### config.mk
export PLATFORM = sky130hd
export DESIGN_NAME = dbc_debug_control
export DESIGN_NICKNAME = d
export VERILOG_FILES = /design/src/include/dbc_pkg.sv /design/src/verilog/dbc_debug_control.sv /design/src/verilog/dbc_reset_seq.sv
export VERILOG_INCLUDE_DIRS = /design/src /design/src/include
export SDC_FILE = /design/constraint.sdc
export NUM_CORES = 1
export LEC_CHECK = 0
export BUFFER_PORTS_ARGS = -buffer_cell sky130_fd_sc_hd__buf_2
export CORE_MARGIN = 1.5
export CORE_UTILIZATION = 32
export CTS_CLUSTER_DIAMETER = 80
export DETAILED_ROUTE_END_ITERATION = 12
export PLACE_DENSITY = 0.87
export SYNTH_ARGS = -nofsm -noshare
export SYNTH_HDL_FRONTEND = slang
export SYNTH_SLANG_ARGS = --single-unit
### constraint.sdc
create_clock -name sys_clk -period 2.75 [get_ports sys_clk]
set_clock_uncertainty 0.15 [all_clocks]
set_input_delay 0.1375 -clock sys_clk [delete_from_list [all_inputs] [get_ports sys_clk]]
set_output_delay 0.1375 -clock sys_clk [all_outputs]
set_load 0.005 [all_outputs]
### src/include/dbc_regs.svh
// Operation
// RL1: Bit 7 set means debug mode; clear means normal mode.
// RL2: In debug mode the core fetches no further instructions.
// RL3: Writing 0 to bit 7, when allowed, resumes core execution.
// RL4: Break opcode decoded with breakpoints enabled sets bit 7 in hardware.
// RL5: With read protect active, writing 0 to bit 7 is ignored.
// RL6: Bit 6 enables breakpoints; when 0, break opcode 00H acts as no-op.
// RL7: Reserved bits 4 to 1 always read as zero.
// RL8: Writing 1 to bit 0 starts a device reset; writing 0 does nothing.
// RL9: Requested reset follows power-on sequence but spares the debugger.
// RL10: Hardware clears bit 0 when the reset sequence completes.
// RL11: A serial break leaves every bit of this register unchanged.
// RL12: Bit 5 is plain read/write storage with no side effect.
`ifndef DBC_REGS_SVH
`define DBC_REGS_SVH
`define DBC_CTRL_ADDR    12'h000
`define DBC_HALT_BIT     7
`define DBC_BPEN_BIT     6
`define DBC_ACK_BIT      5
`define DBC_RST_BIT      0
`define DBC_CTRL_RESET   8'h00
`define DBC_CTRL_WMASK   8'hE1
`define DBC_BREAK_OPCODE 8'h00
`define DBC_RSVD_LSB     1
`define DBC_RSVD_MSB     4
`define DBC_CTRL_LANE    0
`endif

### src/include/dbc_pkg.sv
package dbc_pkg;
    typedef enum logic [1:0] {
        DBC_RST_IDLE = 2'b00,
        DBC_RST_REQ  = 2'b01,
        DBC_RST_WAIT = 2'b10
    } dbc_rst_state_type;
endpackage : dbc_pkg

### src/verilog/dbc_debug_control.sv
`timescale 1ns/1ps
`default_nettype none
`include "dbc_regs.svh"
module dbc_debug_control #(
    // Bus and register sizes
    parameter int ADDR_W = 12,
    parameter int DATA_W = 32,
    parameter int CTRL_W = 8
) (
    // Clock and reset
    input  wire logic                sys_clk,
    input  wire logic                rst,
    // APB slave
    input  wire logic                psel,
    input  wire logic                penable,
    input  wire logic                pwrite,
    input  wire logic [ADDR_W-1:0]   paddr,
    input  wire logic [DATA_W-1:0]   pwdata,
    input  wire logic [DATA_W/8-1:0] pstrb,
    output var  logic [DATA_W-1:0]   prdata,
    output var  logic                pready,
    output var  logic                pslverr,
    // Core side
    input  wire logic                opcode_decode,
    input  wire logic [7:0]          opcode,
    output var  logic                fetch_halt,
    // Protection and link
    input  wire logic                read_protect,
    input  wire logic                serial_break,
    // Reset sequencer
    input  wire logic                reset_seq_done,
    output var  logic                dev_reset_req
);
    import dbc_pkg::*;

    ////////////////////////////////////////////////////////////////
    // Constants

    // Reset image of the whole register; each stored bit takes its own slice, reserved bits 4 to 1 are tied to zero
    localparam logic [CTRL_W-1:0] CTRL_RESET_C = `DBC_CTRL_RESET;
    // Bits that a write may change; reserved bits ignore the bus
    localparam logic [CTRL_W-1:0] WMASK_C      = `DBC_CTRL_WMASK;
    localparam logic [7:0]        BREAK_OP_C   = `DBC_BREAK_OPCODE;
    // Single word map; the offset is a local choice
    localparam logic [ADDR_W-1:0] CTRL_ADDR_C  = `DBC_CTRL_ADDR;
    localparam int                RSVD_LO      = `DBC_RSVD_LSB;
    localparam int                RSVD_HI      = `DBC_RSVD_MSB;
    localparam int                LANE_C       = `DBC_CTRL_LANE;

    ////////////////////////////////////////////////////////////////
    // Register state and decode nets

    logic                    halt_mode_flag_r;
    logic                    breakpoint_enable_r;
    logic                    halt_acknowledge_r;
    logic                    reset_bit_r;
    logic                    setup_rd;
    logic                    setup_err;
    logic                    wr_ctrl;
    logic                    break_hit;
    logic                    rst_done;
    logic       [CTRL_W-1:0] wr_bits;
    // Read image is a net: each field drives its own bit
    wire  logic [CTRL_W-1:0] ctrl_rd;
    logic       [DATA_W-1:0] prdata_r;
    logic                    pslverr_r;

    ////////////////////////////////////////////////////////////////
    // Decode helpers

    // One register only; every other word is unmapped
    function automatic logic ctrl_hit(input logic [ADDR_W-1:0] addr);
        return (addr == CTRL_ADDR_C);
    endfunction : ctrl_hit

    // Only the low lane carries the register; upper lanes are dropped
    function automatic logic [CTRL_W-1:0] lane_bits(
        input logic [DATA_W-1:0] data
    );
        return data[CTRL_W-1:0] & WMASK_C;
    endfunction : lane_bits

    // Break opcode compare; no other opcode halts the core
    function automatic logic is_break(input logic [7:0] code);
        return (code == BREAK_OP_C);
    endfunction : is_break

    ////////////////////////////////////////////////////////////////
    // APB decode

    // Zero wait states: every access phase is answered at once
    assign pready = 1'b1;

    // Read data and error are captured in the setup cycle
    assign setup_rd  = psel && !penable && !pwrite && ctrl_hit(paddr);
    assign setup_err = psel && !penable && !ctrl_hit(paddr);

    // A write lands at the edge that closes the access phase
    // Limitation: a write with the low lane strobe clear is dropped
    assign wr_ctrl = psel && penable && pwrite && ctrl_hit(paddr)
                     && pstrb[LANE_C];
    assign wr_bits = lane_bits(pwdata);

    ////////////////////////////////////////////////////////////////
    // Read-back image

    // RL7: reserved read zero
    for (genvar gi = RSVD_LO; gi <= RSVD_HI; gi++) begin : g_rsvd
        assign ctrl_rd[gi] = 1'b0;
    end

    assign ctrl_rd[`DBC_HALT_BIT] = halt_mode_flag_r;
    assign ctrl_rd[`DBC_BPEN_BIT] = breakpoint_enable_r;
    assign ctrl_rd[`DBC_ACK_BIT]  = halt_acknowledge_r;
    assign ctrl_rd[`DBC_RST_BIT]  = reset_bit_r;

    // Idle zero keeps stale data off the bus between reads
    always_ff @(posedge sys_clk) begin
        if (rst) begin
            prdata_r <= '0;
        end else if (setup_rd) begin
            prdata_r <= DATA_W'(ctrl_rd);
        end else begin
            prdata_r <= '0;
        end
    end

    assign prdata = prdata_r;

    // Unmapped words answer with an error and no side effect
    always_ff @(posedge sys_clk) begin
        if (rst) begin
            pslverr_r <= 1'b0;
        end else begin
            pslverr_r <= setup_err;
        end
    end

    assign pslverr = pslverr_r;

    ////////////////////////////////////////////////////////////////
    // Debug mode

    // RL6: break opcode gated
    // Disabled breakpoints let the opcode pass as a no-op
    assign break_hit = opcode_decode && breakpoint_enable_r
                       && is_break(opcode);

    // RL1: debug mode flag
    // RL11: no serial break term
    // serial_break is left unread: the link restarts, this state persists
    always_ff @(posedge sys_clk) begin
        if (rst) begin
            halt_mode_flag_r <= CTRL_RESET_C[`DBC_HALT_BIT];
        end else if (break_hit) begin
            // RL4: break sets flag
            // Break wins over a same-cycle write so no halt is lost
            halt_mode_flag_r <= 1'b1;
        end else if (wr_ctrl) begin
            // RL3: clear resumes
            // RL5: protect blocks clear
            if (wr_bits[`DBC_HALT_BIT] || !read_protect) begin
                halt_mode_flag_r <= wr_bits[`DBC_HALT_BIT];
            end
        end
    end

    // RL2: halt fetch
    // Straight from the flop, so the core sees no decode glitch
    assign fetch_halt = halt_mode_flag_r;

    ////////////////////////////////////////////////////////////////
    // Breakpoint enable and acknowledge

    // RL6: enable storage
    always_ff @(posedge sys_clk) begin
        if (rst) begin
            breakpoint_enable_r <= CTRL_RESET_C[`DBC_BPEN_BIT];
        end else if (wr_ctrl) begin
            breakpoint_enable_r <= wr_bits[`DBC_BPEN_BIT];
        end
    end

    // RL12: plain storage
    // No side effect is wired; the bit only reads back what was written
    always_ff @(posedge sys_clk) begin
        if (rst) begin
            halt_acknowledge_r <= CTRL_RESET_C[`DBC_ACK_BIT];
        end else if (wr_ctrl) begin
            halt_acknowledge_r <= wr_bits[`DBC_ACK_BIT];
        end
    end

    ////////////////////////////////////////////////////////////////
    // Device reset request

    // RL8: write one starts
    // RL10: self clear at end
    // Writing 0 to the bit leaves it alone
    // Set wins over a completion in the same cycle, so a fresh request
    // is never swallowed by the end of the previous one
    always_ff @(posedge sys_clk) begin
        if (rst) begin
            reset_bit_r <= CTRL_RESET_C[`DBC_RST_BIT];
        end else if (wr_ctrl && wr_bits[`DBC_RST_BIT]) begin
            reset_bit_r <= 1'b1;
        end else if (rst_done) begin
            reset_bit_r <= 1'b0;
        end
    end

    // RL9: spare debugger
    // Only the device side sees the request; rst alone clears this block
    dbc_reset_seq dbc_reset_seq_i (
        .sys_clk       (sys_clk),
        .rst           (rst),
        .start         (reset_bit_r),
        .seq_done      (reset_seq_done),
        .dev_reset_req (dev_reset_req),
        .done          (rst_done)
    );
endmodule : dbc_debug_control
`default_nettype wire

### src/verilog/dbc_reset_seq.sv
`timescale 1ns/1ps
`default_nettype none
module dbc_reset_seq (
    // Clock and reset
    input  wire logic sys_clk,
    input  wire logic rst,
    // Request and sequencer
    input  wire logic start,
    input  wire logic seq_done,
    output var  logic dev_reset_req,
    output var  logic done
);
    import dbc_pkg::*;

    dbc_rst_state_type state_r;

    ////////////////////////////////////////////////////////////////
    // RL9: spare debugger
    // Only the sequencer below sees the request; debugger keeps its state
    always_ff @(posedge sys_clk) begin
        if (rst) begin
            state_r <= DBC_RST_IDLE;
        end else begin
            case (state_r)
                DBC_RST_IDLE: begin
                    if (start) begin
                        state_r <= DBC_RST_REQ;
                    end
                end
                DBC_RST_REQ: begin
                    state_r <= DBC_RST_WAIT;
                end
                DBC_RST_WAIT: begin
                    if (seq_done) begin
                        state_r <= DBC_RST_IDLE;
                    end
                end
                default: begin
                    state_r <= DBC_RST_IDLE;
                end
            endcase
        end
    end

    assign dev_reset_req = (state_r != DBC_RST_IDLE);
    assign done          = (state_r == DBC_RST_WAIT) && seq_done;
endmodule : dbc_reset_seq
`default_nettype wire
# --- Yosys cells after proc, flatten, opt, wreduce, memory -nomap -nowiden ---
# Index checks and enable logic that the tools add are counted.
# W data, S select, Z words.
word_totals:
  out_inout_bits: 36
  input_bits: 65
  reg_bits: 39
  wordCells: 48
op_classes:
  reduce_logical: 27
  eq_ne: 4
  n_mux: 8
  bitwise: 1
op_table:
  columns: ["operator", "n"]
  rows:
  - ["$logic_and A1 B1 Y1", 12]
  - ["$logic_not A12 Y1", 1]
  - ["$logic_not A8 Y1", 1]
  - ["$reduce_bool A2 Y1", 4]
  - ["$pmux W2 S3", 1]
  - ["$mux W1", 5]
  - ["$logic_not A1 Y1", 4]
  - ["$mux W2", 2]
  - ["$ne A2 B2 Y1 const B", 2]
  - ["$reduce_and A2 Y1", 2]
  - ["$eq A2 B1 Y1 const B", 1]
  - ["$eq A2 B2 Y1 const B", 1]
  - ["$logic_not A2 Y1", 1]
  - ["$reduce_or A2 Y1", 1]
  - ["$logic_or A1 B1 Y1", 1]
  - ["$not A1 Y1", 1]

# --- Logic depth before layout (Yosys ltp) ---
# Gate-level depths: netlist of run 1.
depth:
  word_depth: 6
  ltp_mapped: 4
  mapped_depth_nobuf: 4

# --- Cells and area by module ---
# From an unflattened synthesis of run 1, not the netlist that was laid out.
unflattened:
  hier_cells: 79
  hier_area_um2: 728.2
modules_own_cells:
  columns: ["module", "seq_area_each_um2", "cells_each", "instances", "area_each_um2"]
  rows:
  - ["dbc_debug_control", 180.2, 70, 1, 644.4]
  - ["dbc_reset_seq", 40.0, 9, 1, 83.8]

# --- Worst setup path after synthesis of run 1 ---
# OpenSTA, ideal clock, no wires.
synth_path:
  kind: "input port to flip-flop"
  from: "in paddr[2]"
  to: "reg halt_mode_flag_r, in the netlist fetch_halt"
  slack_ns: 1.531
  t_required_ns: 2.526
  arrival_time_ns: 0.994
  n_path_buf: 0
  path_stages: 4
  setup_ns: 0.074
  path_cell_list: "nor4_4 > nand4_4 > or2_0 > a31oi_1"
synth_via:
  elab_chain_cells: 5
synth_rtl:
  columns: ["item", "line", "rtl"]
  rows:
  - ["from (decl)", "dbc_debug_control.sv:17", "input wire logic [ADDR_W-1:0] paddr,"]
  - ["$logic_not A12 Y1", "dbc_debug_control.sv:73", "return (addr == CTRL_ADDR_C);"]
  - ["$logic_and A1 B1 Y1", "dbc_debug_control.sv:100", "assign wr_ctrl = psel && penable && pwrite && ctrl_hit(paddr)"]
  - ["$logic_and A1 B1 Y1", "dbc_debug_control.sv:101", "&& pstrb[LANE_C];"]
  - ["$reduce_bool A2 Y1 (no source line)", null, null]
  - ["$reduce_and A2 Y1 (no source line)", null, null]
  - ["to (signal assigned)", "dbc_debug_control.sv:154", "halt_mode_flag_r <= CTRL_RESET_C[`DBC_HALT_BIT];"]
  - ["to (signal assigned)", "dbc_debug_control.sv:163", "halt_mode_flag_r <= wr_bits[`DBC_HALT_BIT];"]
  - ["to (decl)", "dbc_debug_control.sv:53", "logic halt_mode_flag_r;"]
# No other way between the ends.
# A chain may end at the register's enable or synchronous reset.

# --- Worst setup path after layout of run 1 ---
layout_path:
  from: "in rst"
  to: "reg prdata_r[5], in the netlist prdata[5]"
layout_via:
  elab_chain_cells: 1
layout_rtl:
  columns: ["item", "line", "rtl"]
  rows:
  - ["from (decl)", "dbc_debug_control.sv:12", "input wire logic rst,"]
  - ["$reduce_or A2 Y1 (no source line)", null, null]
  - ["to (signal assigned)", "dbc_debug_control.sv:122", "prdata_r <= DATA_W'(ctrl_rd);"]
  - ["to (decl)", "dbc_debug_control.sv:65", "logic [DATA_W-1:0] prdata_r;"]
# No other way between the ends.

==> results.py, run 1 <==
metrics = {
    "outcome": {
        "status": "finished clean",
    },
    "floorplan": {
        "dieWidth_um": 50.46,
        "design.core.area_um2": 2042,
        "placementRows": 16,
        "die_h_um": 50.46,
        "dieArea_um2": 2546,
        "start_util": 0.3529,
        "pin_count": 101,
    },
    "logic_synthesis": {
        "ys_warn_count": 0,
        "synth_area_um2": 720.7,
        "synth-seq-cells": 11,
        "yosysUniqueCellTypes": 23,
        "syn_inst": 76,
        "syn_area_per_cell_um2": 9.483,
        "ys_seq_area_frac": 0.3056,
    },
    "grt": {
        "grt_pass1_vias": 568,
        "grt_usage": 0.1124,
        "met3_usage": 0.02679,
        "overflow": 0,
        "grt_first_pass_wirelength_um": 2187,
        "grt_max_degree": 8,
        "antenna_found_initial": 0,
        "met1_usage": 0.1026,
        "grtUsageMet2": 0.2171,
        "busiest_layer": "met2",
    },
    "power_and_ir_drop": {
        "leakage_uw": 0.0004893,
        "pwr-share-comb": 0.161,
        "clockPowerShare": 0.338,
        "ir_worst_vdd_v": 0.0002384,
        "power_density_nw_per_um2": 350.8,
        "p_int_uw": 239.5,
        "swShare": 0.2495,
        "p_sw_uw": 79.62,
        "power_uw": 319.1,
        "p_seq_frac": 0.501,
    },
    "route": {
        "drt-total-wl_um": 1486,
        "wl_per_cell_um": 9.973,
        "ant_nets": 0,
        "drc": 0,
        "drt_iter0_drc": 6,
        "drt_first_pass_iters": 4,
        "dr_total_vias": 615,
        "avgViaCountPerCell": 4.128,
    },
    "timing": {
        "min_period_ns": 1.611,
        "tns_ns": 0,
        "finalHoldViolCount": 0,
        "rsz0062_at_grt": "no",
        "maxSlewViolCount": 0,
        "clock.fmax_ghz": 0.6208,
        "fin_crit_sh": 0.5858,
        "setup_ws_ns": 1.139,
        "setup_viol": 0,
    },
    "finish": {
        "layout_commonest_cell": "buf_2",
        "layout-drive-gt1-share": 0.4016,
        "final_cell_mix": "buf_2, conb_1, dfxtp_1, nor2_1, dlygate4sd3_1",
        "num_antenna_cells": 0,
        "final_area_um2": 909.6,
        "utilization": 0.4455,
        "fin_nets": 188,
        "area_growth_pct": 26.22,
    },
    "min_path": {
        "hold_path.class": "in -> reg",
        "hold_path_depth": 3,
    },
    "setup_path": {
        "path_cells": "dlygate4sd3_1 > buf_2 > or3b_2 > nor3_2 > and2_1",
        "critPathTopFamily": "simple AND/OR/NAND/NOR gates",
        "setup.worst_path.end_class": "register",
        "critPathKind": "in -> reg",
        "worst-path-buf-inv": 2,
        "arrival_ns": 1.68,
        "cp_slowest_stage_delay_ns": 0.54,
        "start_kind": "input port",
        "cp.required_ns": 2.82,
        "r2r_cells": 3,
        "crit_fanout": 7,
        "cp.depth": 5,
        "crit_path_top_delay_cell": "dlygate4sd3_1",
    },
    "clocking": {
        "htree_levels": 1,
        "clkTransAtPathRegs_ns": 0.07,
        "cts_tree": "built",
        "cts_buffers": 3,
        "worstSkewPairLatency_ns": 0.27,
        "clock_tree.root_cell": "clkbuf_4",
        "clock_path_buffers": 2,
        "clkSinkCount": 11,
    },
    "place": {
        "io_buffers": 39,
        "place_hpwl_um": 1158,
        "gp_congestion": 0.6843,
        "place_area_um2": 833.3,
        "pre_cts_ws_ns": 1.327,
    },
    "flow_run": {
        "maxCapViolCount": 0,
    },
}
-- through the flow --
stage / std cells / hold WS [ns]
4_1_cts: 149 / 0.02272
2_1_floorplan: 103 / 0.05691
3_5_place_dp: 140 / 0.2328
6_report: 149 / 0.03058
5_1_grt: 149 / 0.01775
3_3_place_gp: 140 / 0.2309
-- logic make-up (layout without fill, tap and decap cells) --
group / after synthesis / in the layout / synth area share
and+or+nand+nor: 25 / 25 / 0.2934
other: 2 / 29 / 0.01042
DFF: 11 / 11 / 0.3056
AOI/OAI and AO/OA: 4 / 4 / 0.03645
buffers and inverters: 31 / 50 / 0.3125
muxes: 3 / 3 / 0.04167
-- metal layers --
metal / vias to the layer above / routed length, µm
met5: - / 0
met4: 0 / 14
met3: 2 / 185
met2: 52 / 784
met1: 271 / 502
li1: 290 / -
-- power groups by stage --
stage / registers (µW) / logic [µW] / clock network [µW]
6_report: 160 / 51.3 / 108
5_1_grt: 160 / 56.3 / 121
4_1_cts: 160 / 50.0 / 112
3_5_place_dp: 164 / 46.6 / 0
3_3_place_gp: 164 / 44.5 / 0
2_1_floorplan: 164 / 45.7 / 0
-- tightest hold or removal path, cell delays in order --
cell,delay (ns)
buf_2,0.10
nor4_4,0.05
a31oi_1,0.12
-- path summary, 6_finish.rpt --
kind                       start             endpoint  slack, ns
max                          rst            prdata[5]       1.14
min                    paddr[10]              pslverr       0.03
max reg2reg  breakpoint_enable_r  breakpoint_enable_r       1.45
min reg2reg   halt_acknowledge_r            prdata[5]       0.32
-- flip-flops by register name (all words and copies together), names as in the netlist --
signal / cells
reset_bit_r: 1
prdata: 4
dbc_reset_seq_i.state_r: 2
breakpoint_enable_r: 1
halt_acknowledge_r: 1
pslverr: 1
fetch_halt: 1
-- cell usage after synthesis --
| library cell | count | share of area |
|---|---|---|
| mux2i_1 | 3 | 0.042 |
| o21ai_0 | 1 | 0.0069 |
| nand4_4 | 1 | 0.030 |
| inv_1 | 2 | 0.010 |
| nand4_1 | 1 | 0.0087 |
| a2bb2oi_1 | 1 | 0.012 |
| or4_1 | 1 | 0.010 |
| nand3_1 | 1 | 0.0069 |
| nor4_4 | 3 | 0.089 |
| buf_4 | 29 | 0.30 |
| and2_1 | 4 | 0.035 |
| or3b_2 | 1 | 0.012 |
| nor2_1 | 6 | 0.031 |
| and4_1 | 1 | 0.012 |
| conb_1 | 2 | 0.010 |
| dfxtp_1 | 11 | 0.31 |
| nor3_1 | 1 | 0.0069 |
| nor3_2 | 1 | 0.014 |
| nand3b_1 | 1 | 0.010 |
| a31oi_1 | 2 | 0.017 |
| or2_0 | 1 | 0.0087 |
| or2_2 | 1 | 0.0087 |
| nor3b_1 | 1 | 0.010 |
-- cell type report --
type                       count  area (µm²)
clock buffer                   4       26.28
sequential                    11       220.2
inverter                       2       7.507
multi-input combinational     61       376.6
tap                           27       33.78
timing repair buffer          44       245.2
fill                         202        1132
-- timing repair --
item	CTS	global route
setup buffers	0	0
resized for setup	0	0
endpoints found under the hold margin	6	0
hold buffers	5	0
endpoints found under the setup margin	0	0
Note: power is estimated with default switching activity, not from simulation.
==> run 2, diff against run 1 <==
--- a/config.mk
+++ b/config.mk
@@ -8,10 +8,10 @@
 export LEC_CHECK = 0
 export BUFFER_PORTS_ARGS = -buffer_cell sky130_fd_sc_hd__buf_2
 export CORE_MARGIN = 1.5
-export CORE_UTILIZATION = 32
+export CORE_UTILIZATION = 27
 export CTS_CLUSTER_DIAMETER = 80
 export DETAILED_ROUTE_END_ITERATION = 12
-export PLACE_DENSITY = 0.87
+export PLACE_DENSITY = 0.79
 export SYNTH_ARGS = -nofsm -noshare
 export SYNTH_HDL_FRONTEND = slang
 export SYNTH_SLANG_ARGS = --single-unit
==> constraint.sdc (replaced) <==
create_clock -name sys_clk -period 1.3 [get_ports sys_clk]
set_clock_uncertainty 0.15 [all_clocks]
set_input_delay 0.065 -clock sys_clk [delete_from_list [all_inputs] [get_ports sys_clk]]
set_output_delay 0.065 -clock sys_clk [all_outputs]
set_load 0.005 [all_outputs]
==> results.py, run 2 (synthesized netlist as in run 1, its figures left out) <==
metrics = {
    "finish": {
        "layout-drive-gt1-share": 0.4173,
        "final_area_um2": 965.9,
        "largest_reg_flops": 4,
        "fin_nets": 193,
        "area_growth_pct": 34.03,
        "layout_commonest_cell": "buf_2",
        "final_cell_mix": "buf_2, conb_1, dfxtp_1, dlygate4sd3_1, nor2_1",
        "num_antenna_cells": 0,
    },
    "clocking": {
        "clock_tree.root_cell": "clkbuf_4",
        "hold_buffers": 8,
        "post_cts_buffers": 0,
        "clock_path_buffers": 2,
        "clkSinkCount": 11,
        "worstSkewPairLatency_ns": 0.26,
        "cts_tree": "built",
        "htree_levels": 1,
        "cts_buffers": 3,
        "clkTransAtPathRegs_ns": 0.07,
    },
    "route": {
        "drt-total-wl_um": 1408,
        "ant_nets": 0,
        "wl_per_cell_um": 8.968,
        "drc": 0,
        "drt_iter0_drc": 3,
        "dr_total_vias": 619,
        "avgViaCountPerCell": 3.943,
        "drt_first_pass_iters": 4,
    },
    "setup_path": {
        "reg2reg_from": "breakpoint_enable_r",
        "start_kind": "register",
        "critPathKind": "reg -> out",
        "setup.worst_path.end_class": "output port",
        "arrival_ns": 1.04,
        "crit_path_start": "dbc_reset_seq_i.state_r[1]",
        "cp.required_ns": 1.09,
        "crit_fanout": 3,
    },
    "floorplan": {
        "die_h_um": 54.67,
        "dieWidth_um": 54.67,
        "start_util": 0.2883,
        "pin_count": 101,
        "design.core.area_um2": 2500,
        "dieArea_um2": 2988,
        "placementRows": 18,
    },
    "timing": {
        "finalHoldViolCount": 2,
        "fin_hold_ws_ns": -0.05558,
        "setup_ws_ns": 0.04847,
        "rsz0062_at_grt": "no",
        "setup_viol": 0,
        "fin_crit_sh": 0.9627,
        "clock.fmax_ghz": 0.7990,
        "min_period_ns": 1.252,
        "maxSlewViolCount": 0,
    },
    "power_and_ir_drop": {
        "power_density_nw_per_um2": 707.8,
        "ir_worst_vdd_v": 0.0004366,
        "leakage_uw": 0.0005090,
    },
    "min_path": {
        "worstHoldStart": "penable",
        "hold_path.class": "in -> reg",
    },
    "grt": {
        "grt_max_degree": 7,
        "overflow": 0,
        "grt_pass1_vias": 464,
        "antenna_found_initial": 0,
        "grt_first_pass_wirelength_um": 1662,
        "grt_usage": 0.07914,
    },
    "place": {
        "place_hpwl_um": 1043,
        "pre_cts_ws_ns": -0.04264,
        "place_area_um2": 859.6,
        "io_buffers": 39,
        "gp_congestion": 0.6223,
    },
    "outcome": {
        "violations": "hold timing",
        "status": "finished with violations",
    },
    "flow_run": {
        "maxCapViolCount": 0,
    },
}
## run 2: worst paths after layout
kind | to | slack, ns | cells past startpoint
setup / recovery | dev_reset_req | 0.05 | 2
hold / removal | pslverr | -0.06 | 3
setup reg to reg | fetch_halt | 0.08 | 3
hold reg to reg | prdata[5] | 0.30 | 1
## run 2: what timing repair did
action / CTS / global route
hold endpoints to repair: 11 / 2
resized for setup: 0 / 2
setup endpoints to repair: 0 / 1
## run 2: area by class of cell
cell class	count	area, µm²
fill	250	1534
multi-input combinational	61	380.4
timing repair buffer	49	292.8
sequential	11	221.5
tap	30	37.54
clock buffer	4	26.28
inverter	2	7.507
## run 2: power breakdown
group	internal [µW]	switching, µW	leakage [µW]
registers	338	0.226	0.0000892
logic	60.5	58.1	0.000405
clock network	119	108	0.0000150
total	517	166	0.000509
## run 2: per-stage QoR
stage / setup TNS (ns) / total power [µW] / std cells / util / hold WS, ns
after global placement: -0.04893 / 442.8 / 146 / 0.3438 / 0.1532
after detailed placement: -0.1351 / 444.2 / 146 / 0.3438 / 0.1615
after global routing: 0 / 712.1 / 157 / 0.3864 / -0.05134
after CTS: 0 / 687.1 / 158 / 0.3864 / -0.06556
final: 0 / 683.6 / 157 / 0.3864 / -0.05558
after floorplan: 0 / 442.9 / 103 / - / -0.01559
## run 2: critical path, cell delays in order (launching register included)
cell	delay, ns
dfxtp_1	0.33
or2_2	0.31
buf_2	0.13
## run 2: routing by layer
metal / global-route usage / share of wire / vias to the layer above
li1: - / - / 298
met1: 0.06056 / 0.33 / 258
met2: 0.1647 / 0.48 / 58
met3: 0.02186 / 0.17 / 5
met4: 0.05000 / 0.016 / 0
met5: 0 / 0 / -
